==> src/logic/acs_pkg.sv <==
// Constants, types and carriers shared by the input configuration block
package acs_pkg;

  // Serial word layout
  localparam int WORD_BITS = 16;
  localparam int SEL_HI = 15;
  localparam int SEL_LO = 11;
  localparam int FIELD_HI = 10;
  localparam int FIELD_LO = 3;
  localparam int COMMON_BIT = 2;
  localparam int PAIRS = 8;
  localparam int CHANNELS = 16;
  localparam int SYNC_STAGES = 2;
  // Pins at rest: chip select high, clock and data low
  localparam logic [2:0] PINS_IDLE = 3'h4;

  // Register select codes in bits 15:11
  localparam logic [4:0] PD_SEL_CODE = 5'h11;
  localparam logic [4:0] BIP_SEL_CODE = 5'h12;
  localparam logic [4:0] UPPER_SEL_CODE = 5'h14;
  localparam logic [4:0] LOWER_SEL_CODE = 5'h15;

  // Reset values and counts
  localparam logic [7:0] FIELD_RESET = 8'h00;
  localparam logic COMMON_RESET = 1'b0;
  localparam logic [15:0] MASK_RESET = 16'h0000;
  localparam logic [4:0] LAST_BIT_INDEX = 5'h0F;
  localparam logic [2:0] TOP_PAIR = 3'h7;

  // Conversion kind of one channel
  typedef enum logic [1:0] {
    KIND_SINGLE = 2'b00,
    KIND_PAIR_BIPOLAR = 2'b01,
    KIND_PAIR_PSEUDO = 2'b10,
    KIND_COMMON_REF = 2'b11
  } acs_kind_type;

  // Serial frame receiver states
  typedef enum logic [1:0] {
    FR_IDLE = 2'b00,
    FR_SHIFT = 2'b01,
    FR_HOLD = 2'b10
  } acs_frame_type;

  // Three-wire serial pins as they arrive
  typedef struct packed {
    logic cs_n;
    logic sclk;
    logic din;
  } acs_pins_type;

  // Configuration register contents, field bits 10:3 and bit 2
  typedef struct packed {
    logic [7:0] pair_pseudo_diff_bit;
    logic common_reference_mode;
    logic [7:0] pair_bipolar_bit;
    logic [7:0] scan_mask_upper;
    logic [7:0] scan_mask_lower;
  } acs_cfg_type;

endpackage

==> src/logic/acs_input_config.sv <==
// Serial configuration receiver with input configuration and custom scan registers
// Function
// - Select code 10001 loads the pseudo-differential register from the word
// - Select code 10010 loads the bipolar selection register from the word
// - Select code 10100 loads the scan mask for channels 15 to 8
// - Select code 10101 loads the scan mask for channels 7 to 0
// - Bits 10:3 pick pseudo-differential per pair, pair 0/1 first; reset 0
// - Bit 2 refers channels 0 to 14 to channel 15; reset 0
// - Bits 10:3 pick bipolar differential per pair; reset 0
// - Upper mask bits 10:3 include channels 15 down to 8; reset 0
// - Lower mask bits 10:3 include channels 7 down to 0; reset 0
// - Bipolar only gives differential pair, two's complement output
// - Pseudo and bipolar both set: pseudo wins, straight binary
// - Common reference mode forces channel-15 reference, straight binary
// - Combined scan mask applies only in the two custom scan modes
`timescale 1ns/1ps
`default_nettype none

module acs_input_config (
  input wire logic clk,
  input wire logic rst,
  input wire acs_pkg::acs_pins_type serial_pins,
  input wire logic mask_scan_external_clock,
  input wire logic mask_scan_internal_clock,
  input wire logic [3:0] conv_channel,
  output var acs_pkg::acs_cfg_type cfg,
  output logic [15:0] channel_scan_mask,
  output var acs_pkg::acs_kind_type conv_kind,
  output logic twos_complement,
  output logic [31:0] channel_kinds,
  output logic cfg_load_strobe
);

  // Kind of one channel from its pair bits and the common mode
  function automatic acs_pkg::acs_kind_type kind_of(
    input logic pd,
    input logic bp,
    input logic com
  );
    acs_pkg::acs_kind_type k;
    if (com)
      k = acs_pkg::KIND_COMMON_REF;
    else if (pd)
      k = acs_pkg::KIND_PAIR_PSEUDO;
    else if (bp)
      k = acs_pkg::KIND_PAIR_BIPOLAR;
    else
      k = acs_pkg::KIND_SINGLE;
    return k;
  endfunction

  acs_pkg::acs_pins_type pins_s;
  logic sclk_prev;
  logic next_sclk_prev;
  logic sclk_rise;
  logic cs_active;
  acs_pkg::acs_frame_type state;
  acs_pkg::acs_frame_type next_state;
  logic [4:0] bit_count;
  logic [4:0] next_bit_count;
  logic [15:0] shreg;
  logic [15:0] next_shreg;
  logic [15:0] word_q;
  logic [15:0] next_word_q;
  logic word_valid;
  logic next_word_valid;
  logic shift_now;
  acs_pkg::acs_cfg_type next_cfg;
  logic next_cfg_load_strobe;
  logic [15:0] next_channel_scan_mask;
  logic custom_mode;
  logic [2:0] cur_pair;
  logic [2:0] cur_index;
  logic cur_pd;
  logic cur_bp;
  logic cur_com;
  acs_pkg::acs_kind_type next_conv_kind;
  logic next_twos_complement;
  logic [31:0] next_channel_kinds;

  // Pins cross into clk through two flops before any logic reads them
  acs_sync #(
    .WIDTH(3),
    .STAGES(acs_pkg::SYNC_STAGES),
    .RESET_VALUE(acs_pkg::PINS_IDLE)
  ) u_pin_sync (
    .clk(clk),
    .rst(rst),
    .async_in(serial_pins),
    .sync_out(pins_s)
  );

  // Edge detect on the already synchronised serial clock
  assign sclk_rise = pins_s.sclk & ~sclk_prev;
  assign cs_active = ~pins_s.cs_n;
  assign shift_now = cs_active && sclk_rise && (state != acs_pkg::FR_HOLD);

  // Frame receiver: 16 bits on rising serial edges, extra bits ignored
  always_comb
  begin
    next_sclk_prev = pins_s.sclk;
    next_state = state;
    next_bit_count = bit_count;
    next_shreg = shreg;
    next_word_q = word_q;
    next_word_valid = 1'b0;
    if (shift_now)
    begin
      next_shreg = {shreg[14:0], pins_s.din};
      next_bit_count = bit_count + 5'h01;
    end
    case (state)
      acs_pkg::FR_IDLE:
      begin
        next_bit_count = shift_now ? 5'h01 : 5'h00;
        if (cs_active)
          next_state = acs_pkg::FR_SHIFT;
      end
      acs_pkg::FR_SHIFT:
      begin
        // A frame cut short by chip select is dropped whole
        if (!cs_active)
          next_state = acs_pkg::FR_IDLE;
        else if (shift_now && bit_count == acs_pkg::LAST_BIT_INDEX)
        begin
          next_word_q = {shreg[14:0], pins_s.din};
          next_word_valid = 1'b1;
          next_state = acs_pkg::FR_HOLD;
        end
      end
      acs_pkg::FR_HOLD:
      begin
        if (!cs_active)
          next_state = acs_pkg::FR_IDLE;
      end
      default:
      begin
        next_state = acs_pkg::FR_IDLE;
      end
    endcase
  end

  // Frame receiver registers
  always_ff @(posedge clk)
  begin
    if (rst)
    begin
      sclk_prev <= 1'b0;
      state <= acs_pkg::FR_IDLE;
      bit_count <= 5'h00;
      shreg <= 16'h0000;
      word_q <= 16'h0000;
      word_valid <= 1'b0;
    end
    else
    begin
      sclk_prev <= next_sclk_prev;
      state <= next_state;
      bit_count <= next_bit_count;
      shreg <= next_shreg;
      word_q <= next_word_q;
      word_valid <= next_word_valid;
    end
  end

  // Register loads by select code; mode words (first bit 0) never match
  always_comb
  begin
    next_cfg = cfg;
    next_cfg_load_strobe = 1'b0;
    if (word_valid && word_q[acs_pkg::SEL_HI])
    begin
      case (word_q[acs_pkg::SEL_HI:acs_pkg::SEL_LO])
        acs_pkg::PD_SEL_CODE:
        begin
          next_cfg.pair_pseudo_diff_bit = word_q[acs_pkg::FIELD_HI:acs_pkg::FIELD_LO];
          next_cfg.common_reference_mode = word_q[acs_pkg::COMMON_BIT];
          next_cfg_load_strobe = 1'b1;
        end
        acs_pkg::BIP_SEL_CODE:
        begin
          next_cfg.pair_bipolar_bit = word_q[acs_pkg::FIELD_HI:acs_pkg::FIELD_LO];
          next_cfg_load_strobe = 1'b1;
        end
        acs_pkg::UPPER_SEL_CODE:
        begin
          next_cfg.scan_mask_upper = word_q[acs_pkg::FIELD_HI:acs_pkg::FIELD_LO];
          next_cfg_load_strobe = 1'b1;
        end
        acs_pkg::LOWER_SEL_CODE:
        begin
          next_cfg.scan_mask_lower = word_q[acs_pkg::FIELD_HI:acs_pkg::FIELD_LO];
          next_cfg_load_strobe = 1'b1;
        end
        default:
        begin
          next_cfg_load_strobe = 1'b0;
        end
      endcase
    end
  end

  // Configuration registers, all cleared at reset
  always_ff @(posedge clk)
  begin
    if (rst)
    begin
      cfg.pair_pseudo_diff_bit <= acs_pkg::FIELD_RESET;
      cfg.common_reference_mode <= acs_pkg::COMMON_RESET;
      cfg.pair_bipolar_bit <= acs_pkg::FIELD_RESET;
      cfg.scan_mask_upper <= acs_pkg::FIELD_RESET;
      cfg.scan_mask_lower <= acs_pkg::FIELD_RESET;
      cfg_load_strobe <= 1'b0;
    end
    else
    begin
      cfg <= next_cfg;
      cfg_load_strobe <= next_cfg_load_strobe;
    end
  end

  // Mask reaches the sequencer only in custom scan modes
  assign custom_mode = mask_scan_external_clock | mask_scan_internal_clock;

  always_comb
  begin
    next_channel_scan_mask = acs_pkg::MASK_RESET;
    if (custom_mode)
      next_channel_scan_mask = {cfg.scan_mask_upper, cfg.scan_mask_lower};
  end

  // Scan mask output register
  always_ff @(posedge clk)
  begin
    if (rst)
      channel_scan_mask <= acs_pkg::MASK_RESET;
    else
      channel_scan_mask <= next_channel_scan_mask;
  end

  // Pair 0/1 lives in field bit 7 (word bit 10), so the index runs downward
  assign cur_pair = conv_channel[3:1];
  assign cur_index = acs_pkg::TOP_PAIR - cur_pair;
  assign cur_pd = cfg.pair_pseudo_diff_bit[cur_index];
  assign cur_bp = cfg.pair_bipolar_bit[cur_index];
  assign cur_com = cfg.common_reference_mode;

  // Coding of the channel now converting and of every channel
  always_comb
  begin
    next_conv_kind = kind_of(cur_pd, cur_bp, cur_com);
    next_twos_complement = (next_conv_kind == acs_pkg::KIND_PAIR_BIPOLAR);
    for (int c = 0; c < acs_pkg::CHANNELS; c++)
    begin
      next_channel_kinds[2*c +: 2] = kind_of(cfg.pair_pseudo_diff_bit[7 - c/2],
        cfg.pair_bipolar_bit[7 - c/2], cur_com);
    end
  end

  // Coding registers; a change in setup shows one cycle later
  always_ff @(posedge clk)
  begin
    if (rst)
    begin
      conv_kind <= acs_pkg::KIND_SINGLE;
      twos_complement <= 1'b0;
      channel_kinds <= 32'h00000000;
    end
    else
    begin
      conv_kind <= next_conv_kind;
      twos_complement <= next_twos_complement;
      channel_kinds <= next_channel_kinds;
    end
  end
endmodule

`default_nettype wire

==> src/logic/acs_sync.sv <==
// Multi-stage synchroniser for asynchronous pin levels
`timescale 1ns/1ps
`default_nettype none

module acs_sync #(
  parameter int WIDTH = 3,
  parameter int STAGES = 2,
  parameter logic [WIDTH-1:0] RESET_VALUE = '0
) (
  input wire logic clk,
  input wire logic rst,
  input wire logic [WIDTH-1:0] async_in,
  output logic [WIDTH-1:0] sync_out
);

  logic [WIDTH-1:0] stage [STAGES];
  logic [WIDTH-1:0] next_stage [STAGES];

  // First stage feeds only the next stage, never other logic
  always_comb
  begin
    next_stage[0] = async_in;
    for (int i = 1; i < STAGES; i++)
    begin
      next_stage[i] = stage[i-1];
    end
  end

  // Stage registers; reset parks pins at their idle level so no false edge follows
  always_ff @(posedge clk)
  begin
    for (int i = 0; i < STAGES; i++)
    begin
      if (rst)
        stage[i] <= RESET_VALUE;
      else
        stage[i] <= next_stage[i];
    end
  end

  assign sync_out = stage[STAGES-1];

endmodule

`default_nettype wire

==> config.mk <==
export PLATFORM = sky130hd
export DESIGN_NAME = acs_input_config
export DESIGN_NICKNAME = d
export VERILOG_FILES = /design/src/logic/acs_pkg.sv /design/src/logic/acs_input_config.sv /design/src/logic/acs_sync.sv
export SDC_FILE = /design/constraint.sdc
export NUM_CORES = 1
export LEC_CHECK = 0
export ABC_CLOCK_PERIOD_IN_PS = 2250
export BUFFER_PORTS_ARGS = -buffer_cell sky130_fd_sc_hd__buf_2
export CAP_MARGIN = 20
export CORE_UTILIZATION = 45
export CTS_CLUSTER_SIZE = 14
export DETAILED_ROUTE_END_ITERATION = 7
export MAX_ROUTING_LAYER = met4
export PLACE_DENSITY = 0.67
export SYNTH_ARGS = -nofsm -noshare
export SYNTH_HDL_FRONTEND = slang
export SYNTH_HIERARCHICAL = 1
export SYNTH_SLANG_ARGS = --single-unit
==> constraint.sdc <==
create_clock -name clk -period 2.25 [get_ports clk]
set_input_delay 0.5625 -clock clk [delete_from_list [all_inputs] [get_ports clk]]
set_output_delay 0.5625 -clock clk [all_outputs]
set_load 0.01 [all_outputs]
==> results of run 1 <==
## placed cells by master, fill, tap and decap left out, types with 4 or more instances in the layout
cell / count
sky130_fd_sc_hd__nor2_1: 66
sky130_fd_sc_hd__buf_4: 5
sky130_fd_sc_hd__clkinv_2: 4
sky130_fd_sc_hd__bufinv_16: 4
sky130_fd_sc_hd__mux2i_1: 48
sky130_fd_sc_hd__a21oi_1: 29
sky130_fd_sc_hd__nor2b_1: 5
sky130_fd_sc_hd__dfxtp_1: 113
sky130_fd_sc_hd__nand2_1: 36
sky130_fd_sc_hd__nand2b_1: 7
sky130_fd_sc_hd__clkbuf_16: 16
sky130_fd_sc_hd__and2_1: 16
sky130_fd_sc_hd__inv_1: 7
sky130_fd_sc_hd__buf_2: 94
## how the worst max path moves through the flow
stage                                       start                          to  slack, ns
after floorplan                   conv_channel[1]  twos_complement$_SDFF_PP0_       0.47
after global placement            conv_channel[1]  twos_complement$_SDFF_PP0_       0.39
after detailed placement          conv_channel[1]  twos_complement$_SDFF_PP0_       0.36
after CTS                 word_q[14]$_SDFFE_PP0P_        cfg[27]$_SDFFE_PP0P_       0.45
after global routing      word_q[14]$_SDFFE_PP0P_        cfg[27]$_SDFFE_PP0P_       0.34
final                     word_q[14]$_SDFFE_PP0P_        cfg[27]$_SDFFE_PP0P_       0.45
## through the flow
step                std cells  worst slack (ns)  hold slack [ns]  area [sq um]
detailed placement        576             0.357            0.391          4510
floorplan                 408             0.471            0.383          4090
CTS                       608             0.446            0.219          5130
global placement          576             0.389            0.388          4510
global route              608             0.345            0.228          5130
finish                    608             0.454            0.240          5130
## final cells by class
type / instances / area, sq um / area share [%]
well taps: 108 / 135 / 2.63
repair buffers: 100 / 528 / 10.3
multi-input cells: 248 / 1560 / 30.5
inverters: 7 / 26.3 / 0.512
flip-flops and latches: 113 / 2260 / 44.1
clock inverters: 14 / 189 / 3.68
clock buffers: 18 / 428 / 8.34
## sequential cells by signal (all words and copies together) (netlist names)
register,count
cfg_load_strobe,1
bit_count,5
cur_com,1
twos_complement,1
conv_kind,2
sclk_prev,1
channel_kinds,16
u_pin_sync/stage,6
word_valid,1
channel_scan_mask,16
shreg,15
word_q,14
cfg,32
state,2
## layer usage
| layer | share of wire [%] | vias to the layer above | global-route usage, % |
|---|---|---|---|
| met5 | 0 | - | - |
| met4 | 0.89 | 0 | 6.22 |
| li1 | - | 1507 | - |
| met2 | 48 | 79 | 30.3 |
| met3 | 4.9 | 8 | 6.76 |
| met1 | 46 | 1403 | 23.5 |
## worst reg2reg max path, stage by stage, from the launching register on
cell and delay, ns:
sky130_fd_sc_hd__dfxtp_1 0.31, sky130_fd_sc_hd__nand3b_1 0.23, sky130_fd_sc_hd__or4b_1 0.79, sky130_fd_sc_hd__mux2i_1 0.28, sky130_fd_sc_hd__nor2_1 0.06
## logic make-up (layout without fill, tap and decap cells)
family | count (synthesis) | count (layout) | share of synthesized area [%]
simple gates | 152 | 152 | 17.9
compound gates | 42 | 42 | 6.40
mux | 51 | 51 | 13.1
flops | 113 | 113 | 55.3
buf+inv | 47 | 139 | 6.46
xor+xnor | 1 | 1 | 0.214
fa+ha+maj | 2 | 2 | 0.612
## power by group
part	internal, uW	switching [uW]	leakage [uW]
Combinational	23.5	46.4	0.00134
Sequential	2010	3.47	0.000911
Clock	1820	909	0.000297
Total	3850	959	0.00255
==> implementation parameters, run 1 <==
Parameter                              Value

Clocking
  Number of buffers added to fix hold violations after cts    0
  Number of buffers added by the clock tree synthesis step    17
  Number of H-tree levels    4
  Worst-Skew Late Latency    0.50 ns
  Setup repair bufs after CTS    0
  Clock sink total    113
  Worst-path clk slew    0.06 ns
  Root Buffer    sky130_fd_sc_hd__clkbuf_8
  Clock tree from TritonCTS    built
  Count of cells resized by post-cts repair    0
  Longest Clk Path Bufs    2

Global route
  Number of global-route vias before repair    2805
  First-pass GRT wire length    13.8 mm
  Global router's overall resource usage    19.4%
  GRT overflow    0
  Antenna violations before repair    0
  Maximum number of pins on one net before global-route repair    37

Hold path
  Worst min-delay path category    in -> reg
  Worst min-delay path startpoint    serial_pins[2]
  Capture endpoint of the worst hold path    u_pin_sync/stage[0][2]$_SDFF_PP1_
  Worst Hold Depth    2

Worst setup path
  Setup crit start kind    flip-flop
  R2R setup slack    0.45 ns
  Critical path depth    4
  Worst-path cell chain    nand3b_1 > or4b_1 > mux2i_1 > nor2_1
  Top delay family on crit path    simple AND/OR/NAND/NOR gates
  Buffers plus inverters on the worst setup path    0
  Category of the worst setup path capture point    flip-flop
  Worst flop-to-flop path endpoint    cfg[27]$_SDFFE_PP0P_
  WP data required    2.63 ns
  Launching point of the worst reg2reg path    word_q[14]$_SDFFE_PP0P_
  Type of the worst setup path    reg -> reg
  Number of cells on the worst reg-to-reg path    4
  Critical-path top delay cell    sky130_fd_sc_hd__or4b_1
  Biggest cell delay along the critical path    0.79 ns
  Highest net fanout along the worst path    9
  Crit path DAT    2.17 ns

Route
  Routed wire per std cell    13.9 microns
  Post-route DRC violation count    0
  Pre-Repair DR Iteration Count    5
  DRT antenna net count    0
  Sum of routed wire length over all layers    8.47 mm
  Post-DR vias/cell    4.93
  Total vias in the final route    2997
  Iter 0 DRT Violations    88

Cells and area
  Area growth, synth to finish    25.5%
  Share of cells above drive strength 1    28.0%
  Count of antenna diodes in the layout    0
  Final core utilization    58.6%
  Fillers    752
  # nets final    500

Synth
  Dominant cell by count in the synthesized netlist    sky130_fd_sc_hd__dfxtp_1
  Prevailing post-synth register cell    sky130_fd_sc_hd__dfxtp_1
  Share of the synthesized area in the top cell type    55.3%
  Synth Area per Inst    10.0 sq um
  Count of unique library cells instantiated by Yosys    42
  Post-synthesis sequential area ratio    55.3%
  Gate Count Post-Synth    408
  Synthesized area    4090 sq um
  Async set-or-reset flop fraction in the synthesized netlist    0%
  Cell types with the highest counts after synthesis    sky130_fd_sc_hd__dfxtp_1, sky130_fd_sc_hd__nor2_1, sky130_fd_sc_hd__mux2i_1, sky130_fd_sc_hd__nand2_1, sky130_fd_sc_hd__a21oi_1
  Number of nets produced by synthesis    421
  Number of synthesized register bits    113
  Post-synth top area cell    sky130_fd_sc_hd__dfxtp_1
  EDFF count, synth    0
  Largest cells by area after synthesis    sky130_fd_sc_hd__dfxtp_1, sky130_fd_sc_hd__mux2i_1, sky130_fd_sc_hd__nor2_1
  Yosys Warn Count    6

STA
  Total Neg Setup Slack    0 ns
  Unrepaired setup endpoints after global routing    no
  Final setup skew    0.00724 ns
  Hold violation count in the final report    0
  Max-slew violation total from the final report    0
  Tmin final    1.80 ns
  Slew at the pin with the worst max-slew slack    0.679 ns
  Slew margin rel.    54.6%
  Final cycle utilization of the critical path    79.8%
  Number of setup violations in the final report    0
  Max Freq    557 MHz

Placement
  Final weighted congestion of routability-driven global placement    0.771
  Port buffer count    94
  HPWL reported at the end of detailed placement    5.58 mm

Floorplanning
  Die area    9470 sq um
  Core Area    8760 sq um
  X dimension of the die    97.3 microns
  I/O pin total    96
  Height of the die    97.3 microns
  Floorplan row count    34
  Initial standard-cell utilization of the core    46.7%

Power
  Static leakage power    0.00255 uW
  Highest ir drop seen on vdd    0.649 mV
  Overall power    4810 uW
  Power per standard cell area    938 nW/um^2

Run
  Max-cap viol count    0

Run status
  Run status    complete, no violations
Power figures use the tool's default switching activity.
==> run 2, diff against run 1 <==
ABC_CLOCK_PERIOD_IN_PS = 1400   (was 2250)
PLACE_DENSITY = 0.69   (was 0.67)
clock period = 1.4 ns   (was 2.25 ns; I/O delays follow)
==> implementation parameters, run 2 (same netlist as run 1, synthesis figures left out) <==
Parameter                              Value

Run status
  Run status    complete, but fails checks
  Violations in the final reports    setup timing

Power
  Power per standard cell area    1390 nW/um^2 (+48%)
  Static leakage power    0.00294 uW (+15%)
  Highest ir drop seen on vdd    1.19 mV (+83%)

Run
  Max-cap viol count    0 (unchanged)

Cells and area
  Count of antenna diodes in the layout    0 (unchanged)
  Number of flip-flops in the largest register    32 (unchanged)
  # nets final    557 (+11%)
  Top register by number of flip-flops    cfg
  Area growth, synth to finish    46.9%
  Share of cells above drive strength 1    43.9% (+16 points)
  Most used cells in the layout excluding fill and tap cells    sky130_fd_sc_hd__dfxtp_1, sky130_fd_sc_hd__buf_2, sky130_fd_sc_hd__nor2_1, sky130_fd_sc_hd__mux2i_1, sky130_fd_sc_hd__buf_4
  Fillers    614 (-18%)
  Most frequent standard cell in the layout excluding fill and tap cells    sky130_fd_sc_hd__dfxtp_1
  Registers with the most flip-flops    cfg: 32 flops, channel_kinds: 16 flops, channel_scan_mask: 16 flops
  Layout Cell Area excl Fill    6010 sq um (+17%)

STA
  Max-slew violation total from the final report    0 (unchanged)
  Slew at the pin with the worst max-slew slack    0.668 ns (-0.0104 ns)
  Final setup skew    0.00607 ns (-0.00117 ns)
  Unrepaired setup endpoints after global routing    yes
  Slew margin rel.    55.3% (+0.70 points)
  Number of setup violations in the final report    63 (+63)
  Max Freq    600 MHz (+7.7%)
  Tmin final    1.67 ns (-0.128 ns)
  Final cycle utilization of the critical path    119% (+39 points)
  Worst setup slack after layout    -0.268 ns (-0.722 ns)
  Hold violation count in the final report    0 (unchanged)

Floorplanning
  X dimension of the die    97.3 microns (unchanged)
  Initial standard-cell utilization of the core    46.7% (unchanged)
  Height of the die    97.3 microns (unchanged)
  Floorplan row count    34 (unchanged)
  Die area    9470 sq um (unchanged)
  Core Area    8760 sq um (unchanged)
  I/O pin total    96 (unchanged)

Global route
  First-pass GRT wire length    16.2 mm (+17%)
  Global router's overall resource usage    22.9% (+3.5 points)
  Maximum number of pins on one net before global-route repair    56 (+51%)
  Number of global-route vias before repair    3307 (+18%)
  Antenna violations before repair    0 (unchanged)
  GRT overflow    0 (unchanged)

Clocking
  Root Buffer    sky130_fd_sc_hd__clkbuf_8
  Clock sink total    113 (unchanged)
  Number of H-tree levels    4 (unchanged)
  Clock tree from TritonCTS    built
  Number of buffers added by the clock tree synthesis step    17 (unchanged)
  Longest Clk Path Bufs    2 (unchanged)
  Worst-path clk slew    0.05 ns (about the same)
  Worst-Skew Late Latency    0.51 ns (about the same)

Worst setup path
  Capture point of the critical path    cfg[1]$_SDFFE_PP0P_
  Launching point of the worst reg2reg path    word_q[14]$_SDFFE_PP0P_
  Setup crit start kind    flip-flop
  WP data required    1.79 ns (-0.84 ns)
  Critical path depth    5 (+1)
  Worst flop-to-flop path endpoint    cfg[1]$_SDFFE_PP0P_
  Highest net fanout along the worst path    8 (-1)
  Crit path DAT    2.06 ns (-0.11 ns)
  Top delay family on crit path    simple AND/OR/NAND/NOR gates
  Biggest cell delay along the critical path    0.54 ns (-0.25 ns)
  Worst-path cell chain    nand3b_1 > or4b_1 > buf_6 > mux2i_1 > nor2_1
  Buffers plus inverters on the worst setup path    1 (+1)
  Critical-path top delay cell    sky130_fd_sc_hd__or4b_1
  Category of the worst setup path capture point    flip-flop
  Number of cells on the worst reg-to-reg path    5 (+1)
  Launch point of the worst path    word_q[14]$_SDFFE_PP0P_
  R2R setup slack    -0.27 ns (-0.72 ns)
  Type of the worst setup path    reg -> reg

Hold path
  Worst min-delay path category    in -> reg

Route
  Total vias in the final route    3395 (+13%)
  DRT antenna net count    0 (unchanged)
  Post-route DRC violation count    0 (unchanged)
  Pre-Repair DR Iteration Count    7 (+2)
  Routed wire per std cell    16.2 microns (+16%)
  Sum of routed wire length over all layers    10.7 mm (+27%)
  Iter 0 DRT Violations    191 (+120%)
  Post-DR vias/cell    5.11 (+3.7%)

Placement
  Placed Instance Area    4820 sq um (+6.8%)
  Final weighted congestion of routability-driven global placement    0.872 (+13%)
  HPWL reported at the end of detailed placement    6.16 mm (+10%)
  Worst slack at placement    -0.284 ns (-0.642 ns)
  Port buffer count    94 (unchanged)
==> run 2: cell count changes in the layout (fill, tap and decap cells not counted), moves of 3 or more <==
cell                         previous run  this run
sky130_fd_sc_hd__buf_6                  0        37
sky130_fd_sc_hd__mux2i_1               48        45
sky130_fd_sc_hd__clkinvlp_4             3         0
sky130_fd_sc_hd__bufinv_16              4         7
sky130_fd_sc_hd__a2111oi_0              3         0
sky130_fd_sc_hd__dfxtp_2                0        30
sky130_fd_sc_hd__buf_4                  5        39
sky130_fd_sc_hd__dfxtp_1              113        83
sky130_fd_sc_hd__buf_2                 94        77
==> run 2: worst min-delay path by stage <==
stage / start / endpoint / slack (ns) / cells after the start
after floorplan: u_pin_sync/stage[0][2]$_SDFF_PP1_ / u_pin_sync/stage[1][2]$_SDFF_PP1_ / 0.38 / 1
after global placement: u_pin_sync/stage[0][2]$_SDFF_PP1_ / u_pin_sync/stage[1][2]$_SDFF_PP1_ / 0.39 / 1
after detailed placement: u_pin_sync/stage[0][2]$_SDFF_PP1_ / u_pin_sync/stage[1][2]$_SDFF_PP1_ / 0.39 / 1
after CTS: serial_pins[0] / u_pin_sync/stage[0][0]$_SDFF_PP0_ / 0.04 / 2
after global routing: serial_pins[0] / u_pin_sync/stage[0][0]$_SDFF_PP0_ / 0.03 / 2
final: serial_pins[0] / u_pin_sync/stage[0][0]$_SDFF_PP0_ / 0.05 / 2
==> run 2: where the power goes <==
group | internal, uW | switching [uW] | leakage (uW) | total (uW)
Combinational | 58.2 | 93.4 | 0.00168 | 152
Clock | 3560 | 1420 | 0.000338 | 4970
Sequential | 3230 | 6.24 | 0.000927 | 3240
==> run 2: layout make-up <==
class                   instances  area [sq um]  area share, %
clock buffers                  21           459           7.65
clock inverters                10           229           3.81
inverters                       7          26.3          0.438
multi-input cells             248          1700           28.3
flip-flops and latches        113          2300           38.3
well taps                     108           135           2.25
repair buffers                157          1160           19.3
==> run 2: metal layers <==
layer | share of wire [%] | vias up | wire length, microns | track usage, %
met2 | 50 | 115 | 5360 | 36.7
met4 | 4.1 | 0 | 442 | 12.2
met3 | 4.7 | 38 | 506 | 6.69
li1 | - | 1623 | - | -
met1 | 41 | 1619 | 4430 | 25.8
met5 | 0 | - | 0 | -
==> run 2: metrics by stage <==
step	hold WS, ns	util [%]	total power, uW	setup TNS, ns	std cells
global placement	0.388	55.0	3420	-4.70	611
finish	0.0468	68.5	8360	-8.79	664
floorplan	0.383	-	3370	-1.40	408
global route	0.0331	68.5	8580	-12.64	664
detailed placement	0.393	55.0	3430	-6.02	611
CTS	0.0361	67.0	8380	-5.59	660
==> run 2: repair_timing <==
action,CTS,global route
buffers inserted,18,5
hold buffers,1,0
pin swaps,5,10
cloned,1,0
endpoints found under the setup margin,69,92
endpoints found under the hold margin,1,0
resized for setup,61,34
==> run 3, diff against run 2 <==
SKIP_CTS_REPAIR_TIMING = 1   (was unset)
SLEW_MARGIN = 20   (was unset)
==> implementation parameters, run 3 (same netlist as run 1, synthesis figures left out) <==
Parameter                              Value

Run status
  Run status    complete, but fails checks
  Violations in the final reports    setup timing

STA
  Unrepaired setup endpoints after global routing    yes
  Max Freq    607 MHz (+1.2%)
  Number of setup violations in the final report    61 (-3.2%)
  Max-slew violation total from the final report    0 (unchanged)
  Hold violation count in the final report    0 (unchanged)
  Tmin final    1.65 ns (-0.0192 ns)
  Slew margin rel.    55.4% (+0.15 points)
  Final cycle utilization of the critical path    118% (-1.4 points)
  Final setup skew    0.00887 ns (+0.00280 ns)
  Slew at the pin with the worst max-slew slack    0.666 ns (-0.00226 ns)
  Worst setup slack after layout    -0.248 ns (+0.0192 ns)

Worst setup path
  R2R setup slack    -0.25 ns (+0.02 ns)
  Launching point of the worst reg2reg path    word_q[14]$_SDFFE_PP0P_
  Number of cells on the worst reg-to-reg path    5 (unchanged)
  Biggest cell delay along the critical path    0.53 ns (about the same)
  Critical path depth    5 (unchanged)
  Top delay family on crit path    simple AND/OR/NAND/NOR gates
  Critical-path top delay cell    sky130_fd_sc_hd__or4b_1
  Category of the worst setup path capture point    flip-flop
  WP data required    1.78 ns (about the same)
  Buffers plus inverters on the worst setup path    1 (unchanged)
  Worst flop-to-flop path endpoint    cfg[28]$_SDFFE_PP0P_
  Highest net fanout along the worst path    9 (+1)
  Worst-path cell chain    nand3b_1 > or4b_1 > buf_6 > mux2i_2 > nor2_1
  Crit path DAT    2.03 ns (-0.03 ns)
  Type of the worst setup path    reg -> reg
  Setup crit start kind    flip-flop

Power
  Highest ir drop seen on vdd    0.885 mV (-26%)
  Overall power    8340 uW (-0.28%)
  Power per standard cell area    1410 nW/um^2 (+1.3%)
  Static leakage power    0.00291 uW (-1.1%)

Placement
  Placed Instance Area    4820 sq um (unchanged)
  Final weighted congestion of routability-driven global placement    0.872 (unchanged)
  Port buffer count    94 (unchanged)
  Worst slack at placement    -0.284 ns (unchanged)
  HPWL reported at the end of detailed placement    6.16 mm (unchanged)

Cells and area
  Share of cells above drive strength 1    41.5% (-2.4 points)
  Most frequent standard cell in the layout excluding fill and tap cells    sky130_fd_sc_hd__dfxtp_1
  # nets final    551 (-1.1%)
  Combined flip-flop and latch cell area    2290 sq um (-0.22%)
  Top register by number of flip-flops    cfg
  Registers with the most flip-flops    cfg: 32 flops, channel_kinds: 16 flops, channel_scan_mask: 16 flops
  Number of flip-flops in the largest register    32 (unchanged)
  Layout Cell Area excl Fill    5910 sq um (-1.6%)
  Most used cells in the layout excluding fill and tap cells    sky130_fd_sc_hd__dfxtp_1, sky130_fd_sc_hd__buf_2, sky130_fd_sc_hd__nor2_1, sky130_fd_sc_hd__mux2i_1, sky130_fd_sc_hd__buf_6
  Fillers    639 (+4.1%)
  Area growth, synth to finish    44.6%
  Multi-input gate area    1660 sq um (-2.1%)
  Count of antenna diodes in the layout    0 (unchanged)

Hold path
  Capture endpoint of the worst hold path    u_pin_sync/stage[0][2]$_SDFF_PP1_
  Worst Hold Depth    2 (unchanged)
  Worst min-delay path category    in -> reg
  Worst min-delay path startpoint    serial_pins[2]

Clocking
  Longest Clk Path Bufs    2 (unchanged)
  Worst-Skew Late Latency    0.51 ns (about the same)
  Root Buffer    sky130_fd_sc_hd__clkbuf_8
  Clock tree from TritonCTS    built
  Worst-path clk slew    0.06 ns (about the same)
  Number of H-tree levels    4 (unchanged)
  Number of buffers added by the clock tree synthesis step    17 (unchanged)
  Clock sink total    113 (unchanged)

Floorplanning
  X dimension of the die    97.3 microns (unchanged)
  Floorplan row count    34 (unchanged)
  Die area    9470 sq um (unchanged)
  I/O pin total    96 (unchanged)
  Core Area    8760 sq um (unchanged)
  Initial standard-cell utilization of the core    46.7% (unchanged)
  Height of the die    97.3 microns (unchanged)

Route
  Post-route DRC violation count    0 (unchanged)
  Routed wire per std cell    15.5 microns (-4.3%)
  Total vias in the final route    3349 (-1.4%)
  DRT antenna net count    0 (unchanged)
  Post-DR vias/cell    5.09 (-0.46%)
  Pre-Repair DR Iteration Count    5 (-2)
  Iter 0 DRT Violations    211 (+10%)
  Sum of routed wire length over all layers    10.2 mm (-5.2%)

Global route
  Number of global-route vias before repair    3097 (-6.4%)
  GRT overflow    0 (unchanged)
  Antenna violations before repair    0 (unchanged)
  Global router's overall resource usage    20.5% (-2.3 points)
  First-pass GRT wire length    14.8 mm (-8.5%)
  Maximum number of pins on one net before global-route repair    56 (unchanged)

Run
  Max-cap viol count    0 (unchanged)
==> run 3: changes by cell type in the layout (fill, tap and decap cells not counted), moves of 2 or more <==
cell | before | now
sky130_fd_sc_hd__buf_4 | 39 | 35
sky130_fd_sc_hd__dfxtp_1 | 83 | 87
sky130_fd_sc_hd__dfxtp_2 | 30 | 26
sky130_fd_sc_hd__mux2i_1 | 45 | 47
sky130_fd_sc_hd__or4b_1 | 1 | 3
sky130_fd_sc_hd__or4b_4 | 2 | 0
==> run 3: final cells by class <==
type                            instances  share of cell area (%)
Clock buffer                           21                    7.77
Clock inverter                         10                    3.87
Inverter                                7                   0.445
Multi-Input combinational cell        248                    28.1
Sequential cell                       113                    38.8
Tap cell                              108                    2.29
Timing Repair Buffer                  151                    18.7
==> run 3: metal layers <==
layer	part of all wire (%)	up-vias	track usage, %
met1	42	1611	24.5
li1	-	1612	-
met3	5.3	21	6.12
met5	0	-	-
met2	50	105	32.7
met4	2.1	0	8.14
==> run 3: per-stage QoR <==
stage	hold slack, ns	util [%]	cells	TNS, ns
final	0.0149	67.4	658	-7.48
after global routing	0.00187	67.4	658	-12.19
after CTS	-0.000547	62.9	642	-7.31
after detailed placement	0.393	55.0	611	-6.02
after global placement	0.388	55.0	611	-4.70
after floorplan	0.383	-	408	-1.40
==> run 3: worst reg2reg max path: stages, from the launching register on <==
cell and delay, ns:
sky130_fd_sc_hd__dfxtp_1 0.31, sky130_fd_sc_hd__nand3b_1 0.23, sky130_fd_sc_hd__or4b_1 0.53, sky130_fd_sc_hd__buf_6 0.18, sky130_fd_sc_hd__mux2i_2 0.22, sky130_fd_sc_hd__nor2_1 0.06
==> run 3: where the power goes <==
part | internal (uW) | leakage [uW] | switching [uW] | total, uW
combinational | 54.9 | 0.00165 | 89.2 | 144
clock | 3560 | 0.000338 | 1400 | 4960
sequential | 3230 | 0.000925 | 6.36 | 3240
==> run 3: worst max path at each step <==
| stage | from | slack [ns] | to |
|---|---|---|---|
| final | word_q[14]$_SDFFE_PP0P_ | -0.25 | cfg[28]$_SDFFE_PP0P_ |
| after global routing | word_q[14]$_SDFFE_PP0P_ | -0.31 | cfg[28]$_SDFFE_PP0P_ |
| after CTS | word_q[14]$_SDFFE_PP0P_ | -0.22 | cfg[28]$_SDFFE_PP0P_ |
| after detailed placement | conv_channel[1] | -0.28 | twos_complement$_SDFF_PP0_ |
| after global placement | conv_channel[2] | -0.19 | conv_kind[0]$_SDFF_PP0_ |
| after floorplan | bit_count[0]$_SDFFE_PP0P_ | -0.11 | word_q[10]$_SDFFE_PP0P_ |
